==> src/common/sg_map.svh <==
// Purpose: Register indexes, field positions and counts for the sound block
// Assumes: Byte address of a register is four times its index
// Notes:   Definitions only
`ifndef SG_MAP_SVH
`define SG_MAP_SVH
// Register indexes
`define SG_IDX_OUTCTL 6'h0F
`define SG_IDX_DIVLO 6'h12
`define SG_IDX_DIVHI 6'h13
`define SG_IDX_SAMPLE 6'h14
`define SG_IDX_CTRL 6'h16
`define SG_IDX_LEVEL 6'h17
// Field positions
`define SG_OC_TRUE 1
`define SG_OC_INV 0
`define SG_CT_DAC 0
`define SG_CT_INH 1
`define SG_CT_EN 2
`define SG_CT_NOISE 3
`define SG_CT_MD_LO 2
`define SG_CT_MD_HI 3
`define SG_CT_SEL_LO 4
`define SG_CT_SEL_HI 6
`define SG_LV_LO 6
`define SG_LV_HI 7
// Reset values
`define SG_RST_BYTE 8'h00
`define SG_RST_WORD 32'h0000_0000
`define SG_LFSR_SEED 15'h0001
// Sound clock select codes
`define SG_SEL_DIV2 3'h0
`define SG_SEL_DIV1 3'h4
`define SG_SEL_DIV16 3'h3
`define SG_SEL_OSC 3'h7
`define SG_SEL_LO4 2'h1
// Volume codes
`define SG_VOL_OFF 2'h0
`define SG_VOL_QTR 2'h1
`define SG_VOL_HALF 2'h2
// Terminal counts
`define SG_TONE_TOP 12'hFFF
`define SG_NOISE_TOP 6'h3F
`define SG_POST_TOP 5'h1F
`define SG_SEG_TOP 7'h7F
`endif

==> src/common/sg_pkg.sv <==
// Purpose: Types shared by the sound block and its bench
// Assumes: APB with 32-bit data, byte address in paddr
// Notes:   Constants live in sg_map.svh
`default_nettype none
package sg_pkg;
   typedef struct packed {
      logic psel;
      logic penable;
      logic pwrite;
      logic [7:0] paddr;
      logic [31:0] pwdata;
   } sg_apb_req_t;
   typedef struct packed {
      logic [31:0] prdata;
      logic pready;
      logic pslverr;
   } sg_apb_rsp_t;
   typedef struct packed {
      logic pb1Out;
      logic pb1Oe;
      logic pb0Out;
      logic pb0Oe;
   } sg_pins_t;
   typedef enum logic [1:0] {
      SG_MD_SINGLE = 2'h0,
      SG_MD_TWOEND = 2'h1,
      SG_MD_RSVD = 2'h2,
      SG_MD_PUSH = 2'h3
   } sg_dacmode_t;
endpackage
`default_nettype wire

==> src/sg_sound.sv <==
// Purpose: Tone, noise and PWM DAC sound generator behind APB
// Assumes: clk_sys is the system clock; port logic drives direction/data
// Notes:   Summary of operation below
//
// Summary of operation
// Select field picks sound clock divider
// Volume field: off, quarter, half, maximum
// Software keeps sound clock fast per volume
// True enable puts sound on pin1
// Inverse enable puts inverted sound on pin0
// Tone = clock/(1000H-divider)/2
// Function bit picks DAC or tone/noise
// Generator enable starts, stops tone/noise
// Noise select picks noise over tone
// Noise clock = clock/(40H-low six bits)
// DAC requests new sample each period
// Inhibit bit silences DAC pins
// Mode field picks single, two-ended, push-pull
// Software uses undivided clock for DAC
// Sample rate = clock/128/(20H-upper bits)
// Software sets bit 6 zero, 5-0 ones
// Single-pin duty tracks seven-bit sample
// Two-ended: pin1 high or pin0 low
// Push-pull: pin1 or pin0 high pulses
// Sample is two's complement
// Tone toggles at terminal count, reloads
// Noise is a pseudo-random shift sequence
`timescale 1ns/1ps
`default_nettype none
`include "sg_map.svh"
module sg_sound (
   input wire logic clk_sys,
   input wire logic reset,
   input wire sg_pkg::sg_apb_req_t apbReq,
   output sg_pkg::sg_apb_rsp_t apbRsp,
   input wire logic oscClk,
   input wire logic pb1Dir,
   input wire logic pb1Data,
   input wire logic pb0Dir,
   input wire logic pb0Data,
   output sg_pkg::sg_pins_t pins,
   output logic dacReload
);
   import sg_pkg::*;

   //==========================================================
   // Register file and APB slave
   //==========================================================
   logic [1:0] outCtl_ff, nxt_outCtl;
   logic [7:0] divLo_ff, nxt_divLo;
   logic [3:0] divHi_ff, nxt_divHi;
   logic [7:0] sample_ff, nxt_sample;
   logic [6:0] ctrl_ff, nxt_ctrl;
   logic [1:0] level_ff, nxt_level;
   sg_apb_rsp_t rsp_ff, nxt_rsp;
   logic [5:0] idx;
   logic accFirst, accDone;

   // Read view of one register; unmapped reads zero
   function automatic logic [32:0] rdFor(input logic [5:0] i,
         input logic [1:0] oc, input logic [7:0] lo,
         input logic [3:0] hi, input logic [7:0] smp,
         input logic [6:0] ct, input logic [1:0] lv);
      logic [32:0] r;
      r = {1'b0, `SG_RST_WORD};
      unique case (i)
         `SG_IDX_OUTCTL: r[1:0] = oc;
         `SG_IDX_DIVLO: r[7:0] = lo;
         `SG_IDX_DIVHI: r[3:0] = hi;
         `SG_IDX_SAMPLE: r[7:0] = smp;
         `SG_IDX_CTRL: r[6:0] = ct;
         `SG_IDX_LEVEL: r[`SG_LV_HI:`SG_LV_LO] = lv;
         default: r[32] = 1'b1;
      endcase
      return r;
   endfunction

   assign idx = apbReq.paddr[7:2];
   // One wait state: answer prepared, write lands when pready seen
   assign accFirst = apbReq.psel & apbReq.penable & ~rsp_ff.pready;
   assign accDone = apbReq.psel & apbReq.penable & rsp_ff.pready;

   // Next register values
   always_comb begin
      logic [32:0] rd;
      rd = rdFor(idx, outCtl_ff, divLo_ff, divHi_ff, sample_ff,
         ctrl_ff, level_ff);
      nxt_outCtl = outCtl_ff;
      nxt_divLo = divLo_ff;
      nxt_divHi = divHi_ff;
      nxt_sample = sample_ff;
      nxt_ctrl = ctrl_ff;
      nxt_level = level_ff;
      nxt_rsp = rsp_ff;
      nxt_rsp.pready = accFirst;
      if (accFirst) begin
         nxt_rsp.prdata = apbReq.pwrite ? `SG_RST_WORD : rd[31:0];
         nxt_rsp.pslverr = rd[32];
      end
      if (accDone && apbReq.pwrite) begin
         unique case (idx)
            `SG_IDX_OUTCTL: nxt_outCtl = apbReq.pwdata[1:0];
            `SG_IDX_DIVLO: nxt_divLo = apbReq.pwdata[7:0];
            `SG_IDX_DIVHI: nxt_divHi = apbReq.pwdata[3:0];
            `SG_IDX_SAMPLE: nxt_sample = apbReq.pwdata[7:0];
            `SG_IDX_CTRL: nxt_ctrl = apbReq.pwdata[6:0];
            `SG_IDX_LEVEL:
               nxt_level = apbReq.pwdata[`SG_LV_HI:`SG_LV_LO];
            default: nxt_ctrl = ctrl_ff; // Unmapped: no effect
         endcase
      end
   end

   always_ff @(posedge clk_sys) begin
      if (reset) begin
         outCtl_ff <= 2'(`SG_RST_BYTE);
         divLo_ff <= `SG_RST_BYTE;
         divHi_ff <= 4'(`SG_RST_BYTE);
         sample_ff <= `SG_RST_BYTE;
         ctrl_ff <= 7'(`SG_RST_BYTE);
         level_ff <= 2'(`SG_RST_BYTE);
         rsp_ff <= '0;
      end else begin
         outCtl_ff <= nxt_outCtl;
         divLo_ff <= nxt_divLo;
         divHi_ff <= nxt_divHi;
         sample_ff <= nxt_sample;
         ctrl_ff <= nxt_ctrl;
         level_ff <= nxt_level;
         rsp_ff <= nxt_rsp;
      end
   end
   assign apbRsp = rsp_ff;

   // Decoded control fields
   logic [11:0] divVal;
   logic [2:0] clkSel;
   logic dacFunc, genEn, noiseSel, inhibit, trueEn, invEn;
   sg_dacmode_t dacMode;
   assign divVal = {divHi_ff, divLo_ff};
   assign clkSel = ctrl_ff[`SG_CT_SEL_HI:`SG_CT_SEL_LO];
   assign dacFunc = ctrl_ff[`SG_CT_DAC];
   assign genEn = ctrl_ff[`SG_CT_EN];
   assign noiseSel = ctrl_ff[`SG_CT_NOISE];
   assign inhibit = ctrl_ff[`SG_CT_INH];
   assign dacMode = sg_dacmode_t'(ctrl_ff[`SG_CT_MD_HI:`SG_CT_MD_LO]);
   assign trueEn = outCtl_ff[`SG_OC_TRUE];
   assign invEn = outCtl_ff[`SG_OC_INV];

   //==========================================================
   // Sound clock: prescaler and oscillator edge
   //==========================================================
   logic oscMeta_ff, oscSync_ff, oscDly_ff;
   logic [3:0] preCnt_ff, nxt_preCnt;
   logic [1:0] volPh_ff, nxt_volPh;
   logic sndTick;

   // Tick rate for a select code
   function automatic logic tickFor(input logic [2:0] s,
         input logic [3:0] c, input logic oe);
      if (s == `SG_SEL_DIV1)
         return 1'b1;
      else if (s == `SG_SEL_OSC)
         return oe;
      else if (s == `SG_SEL_DIV2)
         return c[0];
      else if (s == `SG_SEL_DIV16)
         return &c;
      else if (s[1:0] == `SG_SEL_LO4)
         return &c[1:0];
      else
         return &c[2:0];
   endfunction

   assign sndTick = tickFor(clkSel, preCnt_ff,
      oscSync_ff & ~oscDly_ff);
   always_comb begin
      nxt_preCnt = preCnt_ff + 4'h1;
      nxt_volPh = sndTick ? volPh_ff + 2'h1 : volPh_ff;
   end

   // Oscillator pin crosses in through two flops, then edge-detected
   always_ff @(posedge clk_sys) begin
      if (reset) begin
         oscMeta_ff <= 1'b0;
         oscSync_ff <= 1'b0;
         oscDly_ff <= 1'b0;
         preCnt_ff <= 4'h0;
         volPh_ff <= 2'h0;
      end else begin
         oscMeta_ff <= oscClk;
         oscSync_ff <= oscMeta_ff;
         oscDly_ff <= oscSync_ff;
         preCnt_ff <= nxt_preCnt;
         volPh_ff <= nxt_volPh;
      end
   end

   //==========================================================
   // Tone and noise generators
   //==========================================================
   logic [11:0] toneCnt_ff, nxt_toneCnt;
   logic toneSq_ff, nxt_toneSq;
   logic [5:0] nCnt_ff, nxt_nCnt;
   logic [14:0] lfsr_ff, nxt_lfsr;
   logic toneOn, noiseOn;
   assign toneOn = genEn & ~dacFunc & ~noiseSel;
   assign noiseOn = genEn & ~dacFunc & noiseSel;

   // Counters run up to terminal count, then reload the divider
   always_comb begin
      nxt_toneCnt = toneCnt_ff;
      nxt_toneSq = toneSq_ff;
      nxt_nCnt = nCnt_ff;
      nxt_lfsr = lfsr_ff;
      if (!toneOn) begin
         nxt_toneCnt = divVal;
         nxt_toneSq = 1'b0;
      end else if (sndTick) begin
         if (toneCnt_ff == `SG_TONE_TOP) begin
            nxt_toneCnt = divVal;
            nxt_toneSq = ~toneSq_ff;
         end else begin
            nxt_toneCnt = toneCnt_ff + 12'h001;
         end
      end
      // LFSR keeps its state while off so it never locks at zero
      if (!noiseOn) begin
         nxt_nCnt = divVal[5:0];
      end else if (sndTick) begin
         if (nCnt_ff == `SG_NOISE_TOP) begin
            nxt_nCnt = divVal[5:0];
            nxt_lfsr = {lfsr_ff[13:0], lfsr_ff[14] ^ lfsr_ff[13]};
         end else begin
            nxt_nCnt = nCnt_ff + 6'h01;
         end
      end
   end

   always_ff @(posedge clk_sys) begin
      if (reset) begin
         toneCnt_ff <= 12'h000;
         toneSq_ff <= 1'b0;
         nCnt_ff <= 6'h00;
         lfsr_ff <= `SG_LFSR_SEED;
      end else begin
         toneCnt_ff <= nxt_toneCnt;
         toneSq_ff <= nxt_toneSq;
         nCnt_ff <= nxt_nCnt;
         lfsr_ff <= nxt_lfsr;
      end
   end

   // Volume chops the signal at the sound clock, hence the clock floor
   logic volGate, sndSig;
   always_comb begin
      unique case (level_ff)
         `SG_VOL_OFF: volGate = 1'b0;
         `SG_VOL_QTR: volGate = volPh_ff == 2'h0;
         `SG_VOL_HALF: volGate = ~volPh_ff[0];
         default: volGate = 1'b1;
      endcase
      sndSig = (noiseOn ? lfsr_ff[0] : toneSq_ff) & volGate;
   end

   //==========================================================
   // PWM DAC: sample rate and segment counters
   //==========================================================
   logic [4:0] post_ff, nxt_post;
   logic [6:0] seg_ff, nxt_seg;
   logic [7:0] smp_ff, nxt_smp;
   logic req_ff, nxt_req;

   // Post-scaler first, then 128 segments per sample period
   always_comb begin
      nxt_post = post_ff;
      nxt_seg = seg_ff;
      nxt_smp = smp_ff;
      nxt_req = 1'b0;
      if (!dacFunc) begin
         nxt_post = divVal[11:7];
         nxt_seg = 7'h00;
      end else if (sndTick) begin
         if (post_ff == `SG_POST_TOP) begin
            nxt_post = divVal[11:7];
            nxt_seg = seg_ff + 7'h01;
            if (seg_ff == `SG_SEG_TOP) begin
               nxt_smp = sample_ff;
               nxt_req = 1'b1;
            end
         end else begin
            nxt_post = post_ff + 5'h01;
         end
      end
   end

   always_ff @(posedge clk_sys) begin
      if (reset) begin
         post_ff <= 5'h00;
         seg_ff <= 7'h00;
         smp_ff <= `SG_RST_BYTE;
         req_ff <= 1'b0;
      end else begin
         post_ff <= nxt_post;
         seg_ff <= nxt_seg;
         smp_ff <= nxt_smp;
         req_ff <= nxt_req;
      end
   end
   assign dacReload = req_ff;

   // Pulse shapes per mode; sample is two's complement
   logic [7:0] mag;
   logic segLt, dacB1, dacB0;
   always_comb begin
      mag = smp_ff[7] ? 8'h00 - smp_ff : smp_ff;
      segLt = {1'b0, seg_ff} < mag;
      dacB1 = 1'b0;
      dacB0 = 1'b0;
      unique case (dacMode)
         SG_MD_SINGLE: begin
            dacB1 = seg_ff < {~smp_ff[6], smp_ff[5:0]};
            dacB0 = ~dacB1;
         end
         SG_MD_TWOEND: begin
            dacB1 = ~smp_ff[7] & segLt;
            dacB0 = ~(smp_ff[7] & segLt);
         end
         SG_MD_PUSH: begin
            dacB1 = ~smp_ff[7] & segLt;
            dacB0 = smp_ff[7] & segLt;
         end
         SG_MD_RSVD: dacB1 = 1'b0;
      endcase
      if (inhibit) begin
         dacB1 = 1'b0;
         dacB0 = 1'b0;
      end
   end

   //==========================================================
   // Port B pin mux
   //==========================================================
   sg_pins_t pins_ff, nxt_pins;
   always_comb begin
      nxt_pins.pb1Oe = pb1Dir;
      nxt_pins.pb0Oe = pb0Dir;
      nxt_pins.pb1Out = pb1Data;
      nxt_pins.pb0Out = pb0Data;
      if (trueEn && pb1Dir)
         nxt_pins.pb1Out = dacFunc ? dacB1 : sndSig;
      if (invEn && pb0Dir)
         nxt_pins.pb0Out = dacFunc ? dacB0 : ~sndSig;
   end

   always_ff @(posedge clk_sys) begin
      if (reset)
         pins_ff <= '0;
      else
         pins_ff <= nxt_pins;
   end
   assign pins = pins_ff;
endmodule
`default_nettype wire

==> config.mk <==
export PLATFORM = sky130hd
export DESIGN_NAME = sg_sound
export DESIGN_NICKNAME = d
export VERILOG_FILES = /design/src/common/sg_pkg.sv /design/src/sg_sound.sv
export VERILOG_INCLUDE_DIRS = /design/src /design/src/common
export SDC_FILE = /design/constraint.sdc
export NUM_CORES = 1
export LEC_CHECK = 0
export BUFFER_PORTS_ARGS = -buffer_cell sky130_fd_sc_hd__buf_2
export CORE_MARGIN = 8
export CORE_UTILIZATION = 39
export CTS_BUF_LIST = sky130_fd_sc_hd__clkbuf_8
export DETAILED_ROUTE_END_ITERATION = 6
export HOLD_SLACK_MARGIN = 0.08
export PLACE_DENSITY = 0.55
export SLEW_MARGIN = 20
export SYNTH_ARGS = -nofsm -noshare
export SYNTH_HDL_FRONTEND = slang
export SYNTH_SLANG_ARGS = --single-unit
==> constraint.sdc <==
create_clock -name clk_sys -period 6.78 [get_ports clk_sys]
set_clock_uncertainty 0.2 [all_clocks]
set_input_delay 1.356 -clock clk_sys [delete_from_list [all_inputs] [get_ports clk_sys]]
set_output_delay 1.356 -clock clk_sys [all_outputs]
set_load 0.02 [all_outputs]
==> impl_metrics.xml, run 1 <==
<?xml version="1.0" encoding="UTF-8"?>
<metrics>
  <group name="finish">
    <metric name="final_cell_count_no_fill" unit="">893</metric>
    <metric name="antennaDiodeCount" unit="">0</metric>
    <metric name="area_delta_synth_final" unit="%">5.85</metric>
    <metric name="layout-drive-gt1-share" unit="">0.0959</metric>
    <metric name="final_nets" unit="">776</metric>
    <metric name="stdcell_area" unit="sq mm">0.00613</metric>
  </group>
  <group name="sta">
    <metric name="max_clock_freq" unit="GHz">0.306</metric>
    <metric name="setup_slack" unit="ns">3.51</metric>
    <metric name="timing.setup.tns" unit="ns">0</metric>
    <metric name="timing.final.crit_period" unit="ns">3.27</metric>
    <metric name="timing.max_slew.rel_slack" unit="">0.235</metric>
    <metric name="worstMarginPinSlew" unit="ns">1.15</metric>
    <metric name="setup_repair_after_global_routing_missed_its_margin" unit="">false</metric>
    <metric name="post-route-period-util" unit="">0.482</metric>
    <metric name="final_hold_viol_count" unit="">0</metric>
    <metric name="final-max-slew-violation-count" unit="">0</metric>
    <metric name="setup-violations-final" unit="">0</metric>
  </group>
  <group name="synthesis">
    <metric name="yosysWarnings" unit="">0</metric>
    <metric name="synth_cell_type_count" unit="">69</metric>
    <metric name="post_synth.cell_area_avg" unit="sq um">8.41</metric>
    <metric name="synthesis.instances" unit="">689</metric>
    <metric name="synthesis_stage_register_bit_count" unit="">109</metric>
    <metric name="synth_edf_count" unit="">0</metric>
    <metric name="synth_top_flop_cell" unit="">sky130_fd_sc_hd__dfxtp_1</metric>
    <metric name="syn-cell-area" unit="sq mm">0.00579</metric>
    <metric name="synthArstFlopShare" unit="">0</metric>
    <metric name="synth.yosys.seq_area_share" unit="">0.377</metric>
  </group>
  <group name="cts">
    <metric name="postCtsSetupRepairBufs" unit="">0</metric>
    <metric name="numClockSinks" unit="">109</metric>
    <metric name="cts.htree.levels" unit="">3</metric>
    <metric name="cts_hold_buf" unit="">0</metric>
    <metric name="cts_made_buffers" unit="">9</metric>
    <metric name="clock_tree.root_cell" unit="">sky130_fd_sc_hd__clkbuf_8</metric>
    <metric name="clockBufferDepth" unit="">2</metric>
    <metric name="cts.reportedPaths.clkPinSlew" unit="ns">0.10</metric>
    <metric name="cts.repair.resized" unit="">0</metric>
    <metric name="worstSkewPairLatency" unit="ns">0.38</metric>
    <metric name="clock_tree_from_tritoncts" unit="">done</metric>
  </group>
  <group name="grt">
    <metric name="gr-total-overflow" unit="">0</metric>
    <metric name="grt_antenna_before_repair" unit="">0</metric>
    <metric name="pin_count_of_the_biggest_net_entering_global_routing" unit="">71</metric>
    <metric name="groute.usage.overall" unit="">0.165</metric>
    <metric name="use_met1" unit="">0.225</metric>
    <metric name="gr-usage-met2" unit="">0.259</metric>
    <metric name="first_pass_grt_wire_length" unit="microns">24900</metric>
    <metric name="grt.busiest_layer" unit="">met2</metric>
    <metric name="grt_pass1_vias" unit="">4744</metric>
    <metric name="grtUsageMet3" unit="">0.0293</metric>
  </group>
  <group name="critical_path">
    <metric name="endpoint_kind" unit="">flip-flop</metric>
    <metric name="worstPathRequired" unit="ns">6.83</metric>
    <metric name="critical_path_fanout_max" unit="">15</metric>
    <metric name="timing.critical_path.slowest_stage_cell" unit="">sky130_fd_sc_hd__nor2_1</metric>
    <metric name="critical-path-top-cell-by-count" unit="">sky130_fd_sc_hd__nor2_1</metric>
    <metric name="worstPathCellList" unit="">buf_2, nand2_1, nor2_1, nand3_1, mux2i_1, nor2_1</metric>
    <metric name="critical_path_buf_inv_count" unit="">1</metric>
    <metric name="worst_setup_path_startpoint" unit="">apbReq[40]</metric>
    <metric name="number_of_cells_on_the_worst_reg_to_reg_path" unit="">6</metric>
    <metric name="crit_cells" unit="">6</metric>
    <metric name="timing.rr.start" unit="">preCnt_ff[0]</metric>
    <metric name="worstPathArrival" unit="ns">3.32</metric>
    <metric name="launching_element_type_of_the_critical_path" unit="">input port</metric>
    <metric name="critical_path.reg2reg.endpoint" unit="">nCnt_ff[0]</metric>
    <metric name="timing.critical_path.to" unit="">ctrl_ff[6]</metric>
    <metric name="worst_path_largest_cell_delay" unit="ns">0.75</metric>
    <metric name="crit_type" unit="">in2reg</metric>
    <metric name="cpLargestDelayFamily" unit="">simple AND/OR/NAND/NOR gates</metric>
    <metric name="ff2ff_setup_slack" unit="ns">3.71</metric>
  </group>
  <group name="min_path">
    <metric name="hold_start" unit="">oscMeta_ff</metric>
    <metric name="hold_path.class" unit="">reg2reg</metric>
  </group>
  <group name="flow_run">
    <metric name="drv.max_cap_violation_count" unit="">0</metric>
  </group>
  <group name="floorplan">
    <metric name="area_enclosed_by_the_die_boundary" unit="sq mm">0.0190</metric>
    <metric name="die_height" unit="microns">138</metric>
    <metric name="floorplan.initialDensity" unit="">0.399</metric>
    <metric name="io_pins" unit="">89</metric>
    <metric name="num_rows" unit="">44</metric>
    <metric name="placeableCoreArea" unit="sq mm">0.0145</metric>
    <metric name="die_width" unit="microns">138</metric>
  </group>
  <group name="drt">
    <metric name="drt_iter0_drc" unit="">302</metric>
    <metric name="detail_route.first_pass.iterations" unit="">5</metric>
    <metric name="wl_per_cell" unit="microns">17.3</metric>
    <metric name="route.antenna.remaining_nets" unit="">0</metric>
    <metric name="drt-vias-per-instance" unit="">5.66</metric>
    <metric name="detail_route.drc_violations" unit="">0</metric>
    <metric name="drt_wl_total" unit="microns">15500</metric>
    <metric name="via_count" unit="">5052</metric>
  </group>
  <group name="placed_design">
    <metric name="dp_worst_setup_slack" unit="ns">3.14</metric>
    <metric name="dpl.cell_count" unit="">878</metric>
    <metric name="post-dp-hpwl" unit="microns">11100</metric>
    <metric name="finalWeightedCongestion" unit="">0.872</metric>
    <metric name="detailed_place.area" unit="sq mm">0.00596</metric>
    <metric name="port_buffers" unit="">38</metric>
  </group>
  <group name="power">
    <metric name="total_leakage_power" unit="nW">2.32</metric>
    <metric name="pwr_density_cell" unit="mW/mm^2">176</metric>
    <metric name="peakVddDrop" unit="uV">123</metric>
  </group>
  <group name="status">
    <metric name="outcome" unit="">finished, final reports clean</metric>
  </group>
</metrics>
==> through the flow <==
| step | utilization | power [mW] | hold WS (ns) |
|---|---|---|---|
| global route | 0.422 | 1.13 | 0.267 |
| finish | 0.422 | 1.08 | 0.249 |
| floorplan | - | 0.722 | 0.214 |
| detailed placement | 0.410 | 0.730 | 0.224 |
| CTS | 0.422 | 1.10 | 0.250 |
| global placement | 0.410 | 0.729 | 0.225 |
==> state kept, by name, indices dropped and copies added (netlist names), 4 cells and up <==
register	cells
preCnt_ff	4
sample_ff	8
ctrl_ff	7
nCnt_ff	6
pins	4
apbRsp	10
toneCnt_ff	12
lfsr_ff	15
divHi_ff	4
post_ff	5
smp_ff	8
divLo_ff	8
seg_ff	7
==> logic make-up (layout without fill, tap and decap cells) <==
| logic type | Yosys count | count (layout) | synth area share |
|---|---|---|---|
| AND/OR/NAND/NOR | 272 | 272 | 0.235 |
| AO/OA/AOI/OAI | 150 | 150 | 0.172 |
| flip-flops | 109 | 109 | 0.377 |
| buffers and inverters | 81 | 78 | 0.0786 |
| multiplexers | 40 | 40 | 0.0693 |
| adder cells (fa/ha/maj) | 21 | 21 | 0.0454 |
| XOR/XNOR | 15 | 15 | 0.0227 |
| other | 1 | 24 | 0.000647 |
==> worst register-to-register path, stage by stage (launching register included) <==
cell and delay (ns):
sky130_fd_sc_hd__dfxtp_1 0.40, sky130_fd_sc_hd__ha_1 0.21, sky130_fd_sc_hd__inv_1 0.06, sky130_fd_sc_hd__o2111ai_1 0.90
sky130_fd_sc_hd__nand2_1 0.63, sky130_fd_sc_hd__o31a_1 0.44, sky130_fd_sc_hd__a31oi_1 0.15
==> synthesized netlist by cell type, drive strengths merged, types with 5 or more instances <==
cell type / instances / area [sq um]
dfxtp: 109 / 2180
nor2: 68 / 255
nand2: 66 / 248
a21oi: 51 / 255
mux2i: 39 / 390
nand3: 36 / 180
buf: 35 / 273
clkbuf: 26 / 98.8
ha: 21 / 263
o21ai: 21 / 105
nor3: 20 / 100
inv: 19 / 71.3
nor4: 12 / 96.3
nor2b: 11 / 68.8
and3: 10 / 62.6
nand4: 10 / 62.6
xor2: 9 / 78.8
a211oi: 8 / 60.1
nand2b: 8 / 50.1
a31oi: 6 / 37.5
o31ai: 6 / 45.0
xnor2: 6 / 52.6
and2: 5 / 31.3
nor3b: 5 / 37.5
o211ai: 5 / 37.5
or2: 5 / 31.3
or4: 5 / 37.5
==> worst min path at each step <==
stage | to | slack, ns | cells past startpoint
floorplan | oscSync_ff | 0.21 | 1
global placement | oscSync_ff | 0.22 | 1
detailed placement | oscSync_ff | 0.22 | 1
CTS | oscSync_ff | 0.25 | 1
global route | oscSync_ff | 0.27 | 1
finish | oscSync_ff | 0.25 | 1
==> layout make-up <==
| class | count | area, sq um |
|---|---|---|
| clock buffers | 10 | 138 |
| clock inverters | 5 | 33.8 |
| fillers | 1472 | 8400 |
| inverters | 19 | 71.3 |
| multi-input cells | 522 | 3240 |
| flip-flops and latches | 109 | 2180 |
| well taps | 184 | 230 |
| repair buffers | 44 | 235 |
==> layout by cell type (no fill, tap or decap), types with 11 or more instances in the layout <==
cell type	count
sky130_fd_sc_hd__inv_1	20
sky130_fd_sc_hd__buf_2	38
sky130_fd_sc_hd__o21ai_0	20
sky130_fd_sc_hd__nand3_1	36
sky130_fd_sc_hd__nand2_1	66
sky130_fd_sc_hd__mux2i_1	39
sky130_fd_sc_hd__conb_1	24
sky130_fd_sc_hd__ha_1	21
sky130_fd_sc_hd__dfxtp_1	109
sky130_fd_sc_hd__nor3_1	20
sky130_fd_sc_hd__nor2b_1	11
sky130_fd_sc_hd__a21oi_1	51
sky130_fd_sc_hd__nor2_1	68
==> power breakdown <==
group	internal (mW)	switching, mW
Sequential	0.645	0.00284
Combinational	0.0171	0.0512
Clock	0.143	0.223
Total	0.805	0.277
==> metal layers <==
layer  vias to the layer above  share of wire
met2                       142           0.46
met3                        14          0.063
li1                       2471              -
met5                         -              0
met4                         0          0.013
met1                      2425           0.46
Note: power is estimated with default switching activity, not from simulation.
==> inputs of run 2 (changes only) <==
ABC_AREA = 1   (was not set)
PLACE_DENSITY = 0.58   (was 0.55)
clock period = 2.65 ns   (was 6.78 ns; I/O delays follow)
==> run 2 against run 1 <==
Utilization up 1.6 points. Global-route usage down 1.4 points. Combinational power up 150%. Non-clock buffer count up 5. Cell count up 14%. Via count down 4.3%. Critical path type is now reg2reg. Critical path depth up 11. Sequential cell count unchanged. Count of clock-buffer cells in the layout unchanged. Area after synthesis down 3.6%.
==> impl_metrics.xml, run 2 <==
<?xml version="1.0" encoding="UTF-8"?>
<metrics>
  <group name="status">
    <metric name="outcome" unit="">finished, final reports clean</metric>
  </group>
  <group name="grt">
    <metric name="grt_antenna_before_repair" unit="">0</metric>
    <metric name="first_pass_grt_wire_length" unit="microns">22400</metric>
    <metric name="grt_pass1_vias" unit="">4539</metric>
    <metric name="pin_count_of_the_biggest_net_entering_global_routing" unit="">50</metric>
    <metric name="groute.usage.overall" unit="">0.151</metric>
    <metric name="gr-total-overflow" unit="">0</metric>
  </group>
  <group name="power">
    <metric name="power" unit="mW">2.89</metric>
    <metric name="peakVddDrop" unit="uV">288</metric>
    <metric name="pwr_density_cell" unit="mW/mm^2">473</metric>
    <metric name="total_leakage_power" unit="nW">2.62</metric>
  </group>
  <group name="finish">
    <metric name="largest_register_ffs" unit="">15</metric>
    <metric name="final_nets" unit="">900</metric>
    <metric name="layout.cells.most_common_list" unit="">137 x sky130_fd_sc_hd__nand2_1, 121 x sky130_fd_sc_hd__nor2_1, 109 x sky130_fd_sc_hd__dfxtp_1</metric>
    <metric name="fin_util" unit="">0.438</metric>
    <metric name="antennaDiodeCount" unit="">0</metric>
    <metric name="layout-drive-gt1-share" unit="">0.0983</metric>
    <metric name="final_cell_count_no_fill" unit="">1014</metric>
    <metric name="largest_register_by_flop_count" unit="">lfsr_ff</metric>
    <metric name="area_delta_synth_final" unit="%">9.21</metric>
    <metric name="most_common_cell_after_layout_fill_and_taps_aside" unit="">sky130_fd_sc_hd__nand2_1</metric>
  </group>
  <group name="sta">
    <metric name="final-max-slew-violation-count" unit="">0</metric>
    <metric name="timing.max_slew.rel_slack" unit="">0.593</metric>
    <metric name="post-route-period-util" unit="">0.943</metric>
    <metric name="setup_slack" unit="ns">0.151</metric>
    <metric name="timing.final.crit_period" unit="ns">2.50</metric>
    <metric name="fin_hold_ws" unit="ns">0.148</metric>
    <metric name="setup-violations-final" unit="">0</metric>
    <metric name="worstMarginPinSlew" unit="ns">0.611</metric>
    <metric name="setup_repair_after_global_routing_missed_its_margin" unit="">true</metric>
    <metric name="max_clock_freq" unit="GHz">0.400</metric>
    <metric name="final_hold_viol_count" unit="">0</metric>
  </group>
  <group name="placed_design">
    <metric name="port_buffers" unit="">38</metric>
    <metric name="dp_worst_setup_slack" unit="ns">0.0705</metric>
    <metric name="dpl.cell_count" unit="">998</metric>
    <metric name="finalWeightedCongestion" unit="">0.827</metric>
    <metric name="post-dp-hpwl" unit="microns">10300</metric>
  </group>
  <group name="synthesis">
    <metric name="yosys-top-cells-area" unit="">sky130_fd_sc_hd__dfxtp_1 39%, sky130_fd_sc_hd__nand2_1 9.2%, sky130_fd_sc_hd__nor2_1 8.2%, sky130_fd_sc_hd__o21ai_0 8.2%, sky130_fd_sc_hd__a21oi_1 6.1%</metric>
    <metric name="syn-cell-area" unit="sq mm">0.00558</metric>
    <metric name="synthesis.instances" unit="">791</metric>
    <metric name="synthArstFlopShare" unit="">0</metric>
    <metric name="synth.yosys.seq_area_share" unit="">0.391</metric>
    <metric name="post-synth-top-count-cell" unit="">sky130_fd_sc_hd__nand2_1</metric>
    <metric name="post-synth-top-area-cell" unit="">sky130_fd_sc_hd__dfxtp_1</metric>
    <metric name="synth_edf_count" unit="">0</metric>
    <metric name="proportion_of_netlist_area_held_by_the_largest_area_contributor" unit="">0.391</metric>
    <metric name="synth_top_flop_cell" unit="">sky130_fd_sc_hd__dfxtp_1</metric>
    <metric name="post_synth.cell_area_avg" unit="sq um">7.06</metric>
    <metric name="yosysWarnings" unit="">0</metric>
    <metric name="synth_cell_type_count" unit="">38</metric>
    <metric name="post_synth_most_frequent_cells" unit="">137 x sky130_fd_sc_hd__nand2_1, 122 x sky130_fd_sc_hd__nor2_1, 109 x sky130_fd_sc_hd__dfxtp_1</metric>
    <metric name="synthesis_stage_register_bit_count" unit="">109</metric>
  </group>
  <group name="min_path">
    <metric name="hold_path.class" unit="">in2reg</metric>
    <metric name="hold_start" unit="">oscClk</metric>
  </group>
  <group name="cts">
    <metric name="cts.reportedPaths.clkPinSlew" unit="ns">0.10</metric>
    <metric name="clock_tree.root_cell" unit="">sky130_fd_sc_hd__clkbuf_8</metric>
    <metric name="clockBufferDepth" unit="">2</metric>
    <metric name="cts.htree.levels" unit="">3</metric>
    <metric name="cts_made_buffers" unit="">9</metric>
    <metric name="clock_tree_from_tritoncts" unit="">done</metric>
    <metric name="cts_hold_buf" unit="">0</metric>
    <metric name="worstSkewPairLatency" unit="ns">0.38</metric>
    <metric name="postCtsSetupRepairBufs" unit="">0</metric>
    <metric name="numClockSinks" unit="">109</metric>
  </group>
  <group name="floorplan">
    <metric name="area_enclosed_by_the_die_boundary" unit="sq mm">0.0184</metric>
    <metric name="num_rows" unit="">43</metric>
    <metric name="floorplan.initialDensity" unit="">0.401</metric>
    <metric name="die_height" unit="microns">136</metric>
    <metric name="placeableCoreArea" unit="sq mm">0.0139</metric>
    <metric name="die_width" unit="microns">136</metric>
    <metric name="io_pins" unit="">89</metric>
  </group>
  <group name="critical_path">
    <metric name="crit_type" unit="">reg2reg</metric>
    <metric name="worstPathRequired" unit="ns">2.70</metric>
    <metric name="worst_setup_path_startpoint" unit="">smp_ff[0]</metric>
    <metric name="timing.rr.start" unit="">smp_ff[0]</metric>
    <metric name="worstPathArrival" unit="ns">2.55</metric>
    <metric name="launching_element_type_of_the_critical_path" unit="">flip-flop</metric>
    <metric name="critical_path_fanout_max" unit="">4</metric>
    <metric name="endpoint_kind" unit="">flip-flop</metric>
  </group>
  <group name="drt">
    <metric name="via_count" unit="">4837</metric>
    <metric name="detail_route.drc_violations" unit="">0</metric>
    <metric name="route.antenna.remaining_nets" unit="">0</metric>
    <metric name="routed-wl-met3" unit="microns">638</metric>
    <metric name="drt_wl_total" unit="microns">13600</metric>
    <metric name="highest-signal-layer" unit="">met4</metric>
    <metric name="drt_iter0_drc" unit="">257</metric>
    <metric name="detail_route.first_pass.iterations" unit="">4</metric>
    <metric name="dr_wl_met2" unit="microns">6430</metric>
    <metric name="drt-vias-per-instance" unit="">4.77</metric>
    <metric name="wl_met1" unit="microns">6450</metric>
    <metric name="wl_per_cell" unit="microns">13.4</metric>
  </group>
  <group name="flow_run">
    <metric name="drv.max_cap_violation_count" unit="">0</metric>
  </group>
</metrics>
run 2: area by class of cell:
cell class | count | area (sq um)
multi-input combinational | 566 | 2860
clock inverter | 6 | 70.1
tap | 180 | 225
fill | 1510 | 7840
sequential | 109 | 2180
inverter | 94 | 353
timing repair buffer | 49 | 273
clock buffer | 10 | 138
run 2: critical path: stages (launching register included):
cell and delay, ns:
sky130_fd_sc_hd__dfxtp_1 0.34, sky130_fd_sc_hd__inv_1 0.09, sky130_fd_sc_hd__ha_1 0.20, sky130_fd_sc_hd__inv_1 0.07, sky130_fd_sc_hd__nor2_2 0.04, sky130_fd_sc_hd__a31oi_1 0.16, sky130_fd_sc_hd__xor2_1 0.16, sky130_fd_sc_hd__inv_1 0.05
sky130_fd_sc_hd__ha_1 0.28, sky130_fd_sc_hd__inv_1 0.04, sky130_fd_sc_hd__o21bai_1 0.21, sky130_fd_sc_hd__o21ai_2 0.10, sky130_fd_sc_hd__nand3_1 0.09, sky130_fd_sc_hd__nand2_1 0.05, sky130_fd_sc_hd__nand3_1 0.08, sky130_fd_sc_hd__nand2_1 0.08
sky130_fd_sc_hd__nand2_1 0.06, sky130_fd_sc_hd__a21oi_1 0.05
run 2: final timing paths:
check / endpoint / slack, ns / cells past startpoint
setup / recovery: pins[3] / 0.15 / 17
hold / removal: oscMeta_ff / 0.15 / 3
setup reg to reg: pins[3] / 0.15 / 17
hold reg to reg: oscSync_ff / 0.21 / 2
run 2: report_power, final:
part,total [mW],internal [mW],switching [mW],leakage (nW)
combinational,0.168,0.0425,0.126,1.63
sequential,1.66,1.65,0.00638,0.881
clock,1.06,0.472,0.588,0.106
total,2.89,2.17,0.720,2.62
run 2: timing repair:
item                                    in CTS  in global routing
endpoints found under the setup margin       0                  4
hold endpoints to repair                     0                  0
gates resized for setup                      0                  4
run 2: stage by stage:
step                      instance area [sq um]  setup TNS (ns)
after global placement                     5880               0
final                                      6100               0
after floorplan                            5670               0
after detailed placement                   5880               0
after global routing                       6100         -0.0946
after CTS                                  6080               0
run 2: routing by layer:
metal	GRT usage	vias up
li1	-	2605
met1	0.194	2161
met2	0.250	62
met3	0.0352	9
met4	0.0358	0
met5	0	-
run 2: kinds of logic (layout without fill, tap and decap cells):
| group | count (synthesis) | after routing | synth area share |
|---|---|---|---|
| AOI/OAI and AO/OA | 185 | 185 | 0.175 |
| and+or+nand+nor | 318 | 318 | 0.242 |
| DFF | 109 | 109 | 0.391 |
| adders and majority gates | 21 | 21 | 0.0471 |
| xor gates and xnor gates | 18 | 18 | 0.0282 |
| other | 1 | 24 | 0.000672 |
| buffers and inverters | 139 | 159 | 0.115 |
==> inputs of run 3 (changes only) <==
ABC_AREA = not set   (was 1)
CORE_MARGIN = not set   (was 8)
==> run 3 against run 2 <==
Global-route usage is 5.7 points higher. Non-clock buffer count is 29 higher. Clock power hardly changed. Critical path depth is 9 lower. Worst hold slack better by 0.0058 ns. Combinational power is 14% higher. Maximum frequency is 4.6% lower. Utilization is 1.1 points higher. Register-to-register slack worse by 0.12 ns. Largest cell class unchanged. Sequential cell count stayed put. Critical path type unchanged. Critical endpoint unchanged. Sequential power hardly changed. Setup slack worse by 0.12 ns.
==> impl_metrics.xml, run 3 (same netlist as run 1, synthesis figures left out) <==
<?xml version="1.0" encoding="UTF-8"?>
<metrics>
  <group name="status">
    <metric name="outcome" unit="">finished, final reports clean</metric>
  </group>
  <group name="grt">
    <metric name="pin_count_of_the_biggest_net_entering_global_routing" unit="">98</metric>
    <metric name="grt_pass1_vias" unit="">4719</metric>
    <metric name="gr-total-overflow" unit="">0</metric>
    <metric name="groute.usage.overall" unit="">0.208</metric>
    <metric name="grt_antenna_before_repair" unit="">0</metric>
    <metric name="first_pass_grt_wire_length" unit="microns">24500</metric>
  </group>
  <group name="placed_design">
    <metric name="detailed_place.area" unit="sq mm">0.00626</metric>
    <metric name="finalWeightedCongestion" unit="">0.887</metric>
    <metric name="post-dp-hpwl" unit="microns">11100</metric>
    <metric name="port_buffers" unit="">38</metric>
  </group>
  <group name="finish">
    <metric name="layout-drive-gt1-share" unit="">0.153</metric>
    <metric name="stdcell_area" unit="sq mm">0.00652</metric>
    <metric name="largest_register_by_flop_count" unit="">lfsr_ff</metric>
    <metric name="regArea" unit="sq mm">0.00218</metric>
    <metric name="final_nets" unit="">810</metric>
    <metric name="area_delta_synth_final" unit="%">12.5</metric>
    <metric name="layout.cells.most_common_list" unit="">108 x sky130_fd_sc_hd__dfxtp_1, 67 x sky130_fd_sc_hd__nor2_1, 66 x sky130_fd_sc_hd__nand2_1</metric>
    <metric name="most_common_cell_after_layout_fill_and_taps_aside" unit="">sky130_fd_sc_hd__dfxtp_1</metric>
    <metric name="fin_util" unit="">0.448</metric>
    <metric name="multi_input_comb_area" unit="sq mm">0.00328</metric>
    <metric name="antennaDiodeCount" unit="">0</metric>
    <metric name="fillCellCount" unit="">1453</metric>
    <metric name="largest_register_ffs" unit="">15</metric>
  </group>
  <group name="sta">
    <metric name="setup_repair_after_global_routing_missed_its_margin" unit="">true</metric>
    <metric name="worstMarginPinSlew" unit="ns">0.723</metric>
    <metric name="timing.final.crit_period" unit="ns">2.62</metric>
    <metric name="post-route-period-util" unit="">0.989</metric>
    <metric name="setup-violations-final" unit="">0</metric>
    <metric name="final-max-slew-violation-count" unit="">0</metric>
    <metric name="fin_hold_ws" unit="ns">0.154</metric>
    <metric name="timing.setup.tns" unit="ns">0</metric>
    <metric name="max_clock_freq" unit="GHz">0.382</metric>
    <metric name="timing.max_slew.rel_slack" unit="">0.514</metric>
    <metric name="final_hold_viol_count" unit="">0</metric>
  </group>
  <group name="cts">
    <metric name="postCtsSetupRepairBufs" unit="">0</metric>
    <metric name="cts_made_buffers" unit="">9</metric>
    <metric name="numClockSinks" unit="">109</metric>
    <metric name="clock_tree.root_cell" unit="">sky130_fd_sc_hd__clkbuf_8</metric>
    <metric name="clock_tree_from_tritoncts" unit="">done</metric>
    <metric name="clockBufferDepth" unit="">2</metric>
    <metric name="worstSkewPairLatency" unit="ns">0.39</metric>
    <metric name="cts.htree.levels" unit="">3</metric>
    <metric name="cts.reportedPaths.clkPinSlew" unit="ns">0.10</metric>
  </group>
  <group name="drt">
    <metric name="via_count" unit="">5172</metric>
    <metric name="drt-vias-per-instance" unit="">5.57</metric>
    <metric name="detail_route.first_pass.iterations" unit="">5</metric>
    <metric name="drt_iter0_drc" unit="">445</metric>
    <metric name="route.antenna.remaining_nets" unit="">0</metric>
    <metric name="detail_route.drc_violations" unit="">0</metric>
    <metric name="drt_wl_total" unit="microns">15000</metric>
    <metric name="wl_per_cell" unit="microns">16.2</metric>
  </group>
  <group name="floorplan">
    <metric name="die_height" unit="microns">124</metric>
    <metric name="die_width" unit="microns">124</metric>
    <metric name="floorplan.initialDensity" unit="">0.399</metric>
    <metric name="io_pins" unit="">89</metric>
    <metric name="num_rows" unit="">44</metric>
    <metric name="placeableCoreArea" unit="sq mm">0.0145</metric>
    <metric name="area_enclosed_by_the_die_boundary" unit="sq mm">0.0153</metric>
  </group>
  <group name="min_path">
    <metric name="hold_path.class" unit="">in2reg</metric>
  </group>
  <group name="critical_path">
    <metric name="crit_type" unit="">reg2reg</metric>
    <metric name="critical_path_fanout_max" unit="">3</metric>
    <metric name="endpoint_kind" unit="">flip-flop</metric>
    <metric name="worstPathRequired" unit="ns">2.74</metric>
    <metric name="worstPathArrival" unit="ns">2.71</metric>
    <metric name="launching_element_type_of_the_critical_path" unit="">flip-flop</metric>
  </group>
  <group name="flow_run">
    <metric name="drv.max_cap_violation_count" unit="">0</metric>
  </group>
  <group name="power">
    <metric name="peakVddDrop" unit="uV">336</metric>
    <metric name="total_leakage_power" unit="nW">2.51</metric>
    <metric name="power" unit="mW">2.94</metric>
    <metric name="pwr_density_cell" unit="mW/mm^2">451</metric>
  </group>
</metrics>
## run 3: cell types whose count changed in the layout (fill, tap and decap cells not counted), sizes merged, moves of 9 or more
cell / change
mux2i: +39
inv: -76
and3: +9
o21ai: -72
buf: +29
nor2b: +11
nor4: +11
nor2: -58
nand2: -72
a21oi: -18
## run 3: cell type report
cell class | count | area share
multi-input combinational | 522 | 0.504
sequential | 109 | 0.335
timing repair buffer | 78 | 0.0810
tap | 184 | 0.0353
clock buffer | 12 | 0.0253
inverter | 19 | 0.0109
clock inverter | 4 | 0.00845
## run 3: routing by layer
layer | GRT usage | wire length (microns) | up-vias
li1 | - | - | 2532
met1 | 0.285 | 7220 | 2470
met2 | 0.327 | 6770 | 150
met3 | 0.0334 | 715 | 20
met4 | 0.0768 | 326 | 0
met5 | 0 | 0 | -
## run 3: what timing repair did
action / 4_1_cts / 5_1_grt
hold buffers: 0 / 0
resized for setup: 9 / 5
endpoints found under the setup margin: 12 / 15
cloned: 0 / 0
pin swaps: 1 / 1
## run 3: where the power goes
group          switching, mW  total (mW)  leakage, nW  internal [mW]
sequential           0.00703        1.66        0.881           1.65
combinational          0.134       0.192         1.52         0.0581
clock                  0.570        1.09        0.109          0.518
total                  0.711        2.94         2.51           2.23
## run 3: worst paths after layout
kind              cells past startpoint  slack [ns]          to  startpoint
hold reg to reg                       1        0.26   oscDly_ff  oscSync_ff
hold / removal                        2        0.15  oscMeta_ff      oscClk
setup / recovery                      8        0.03     pins[3]   smp_ff[1]
setup reg to reg                      8        0.03     pins[3]   smp_ff[1]
## run 3: critical path, stage by stage (launching register included)
cell	delay [ns]
sky130_fd_sc_hd__dfxtp_1	0.34
sky130_fd_sc_hd__inv_1	0.08
sky130_fd_sc_hd__ha_1	0.30
sky130_fd_sc_hd__mux2i_1	0.20
sky130_fd_sc_hd__ha_1	0.27
sky130_fd_sc_hd__a211oi_1	0.36
sky130_fd_sc_hd__o311ai_1	0.16
sky130_fd_sc_hd__o311a_1	0.33
sky130_fd_sc_hd__a2111oi_2	0.28
## run 3: metrics by stage
step,setup WS (ns),instances
4_1_cts,0.00501,928
5_1_grt,-0.0909,928
6_report,0.0297,928
3_3_place_gp,-0.156,912
2_1_floorplan,0.0126,712
3_5_place_dp,-0.149,912
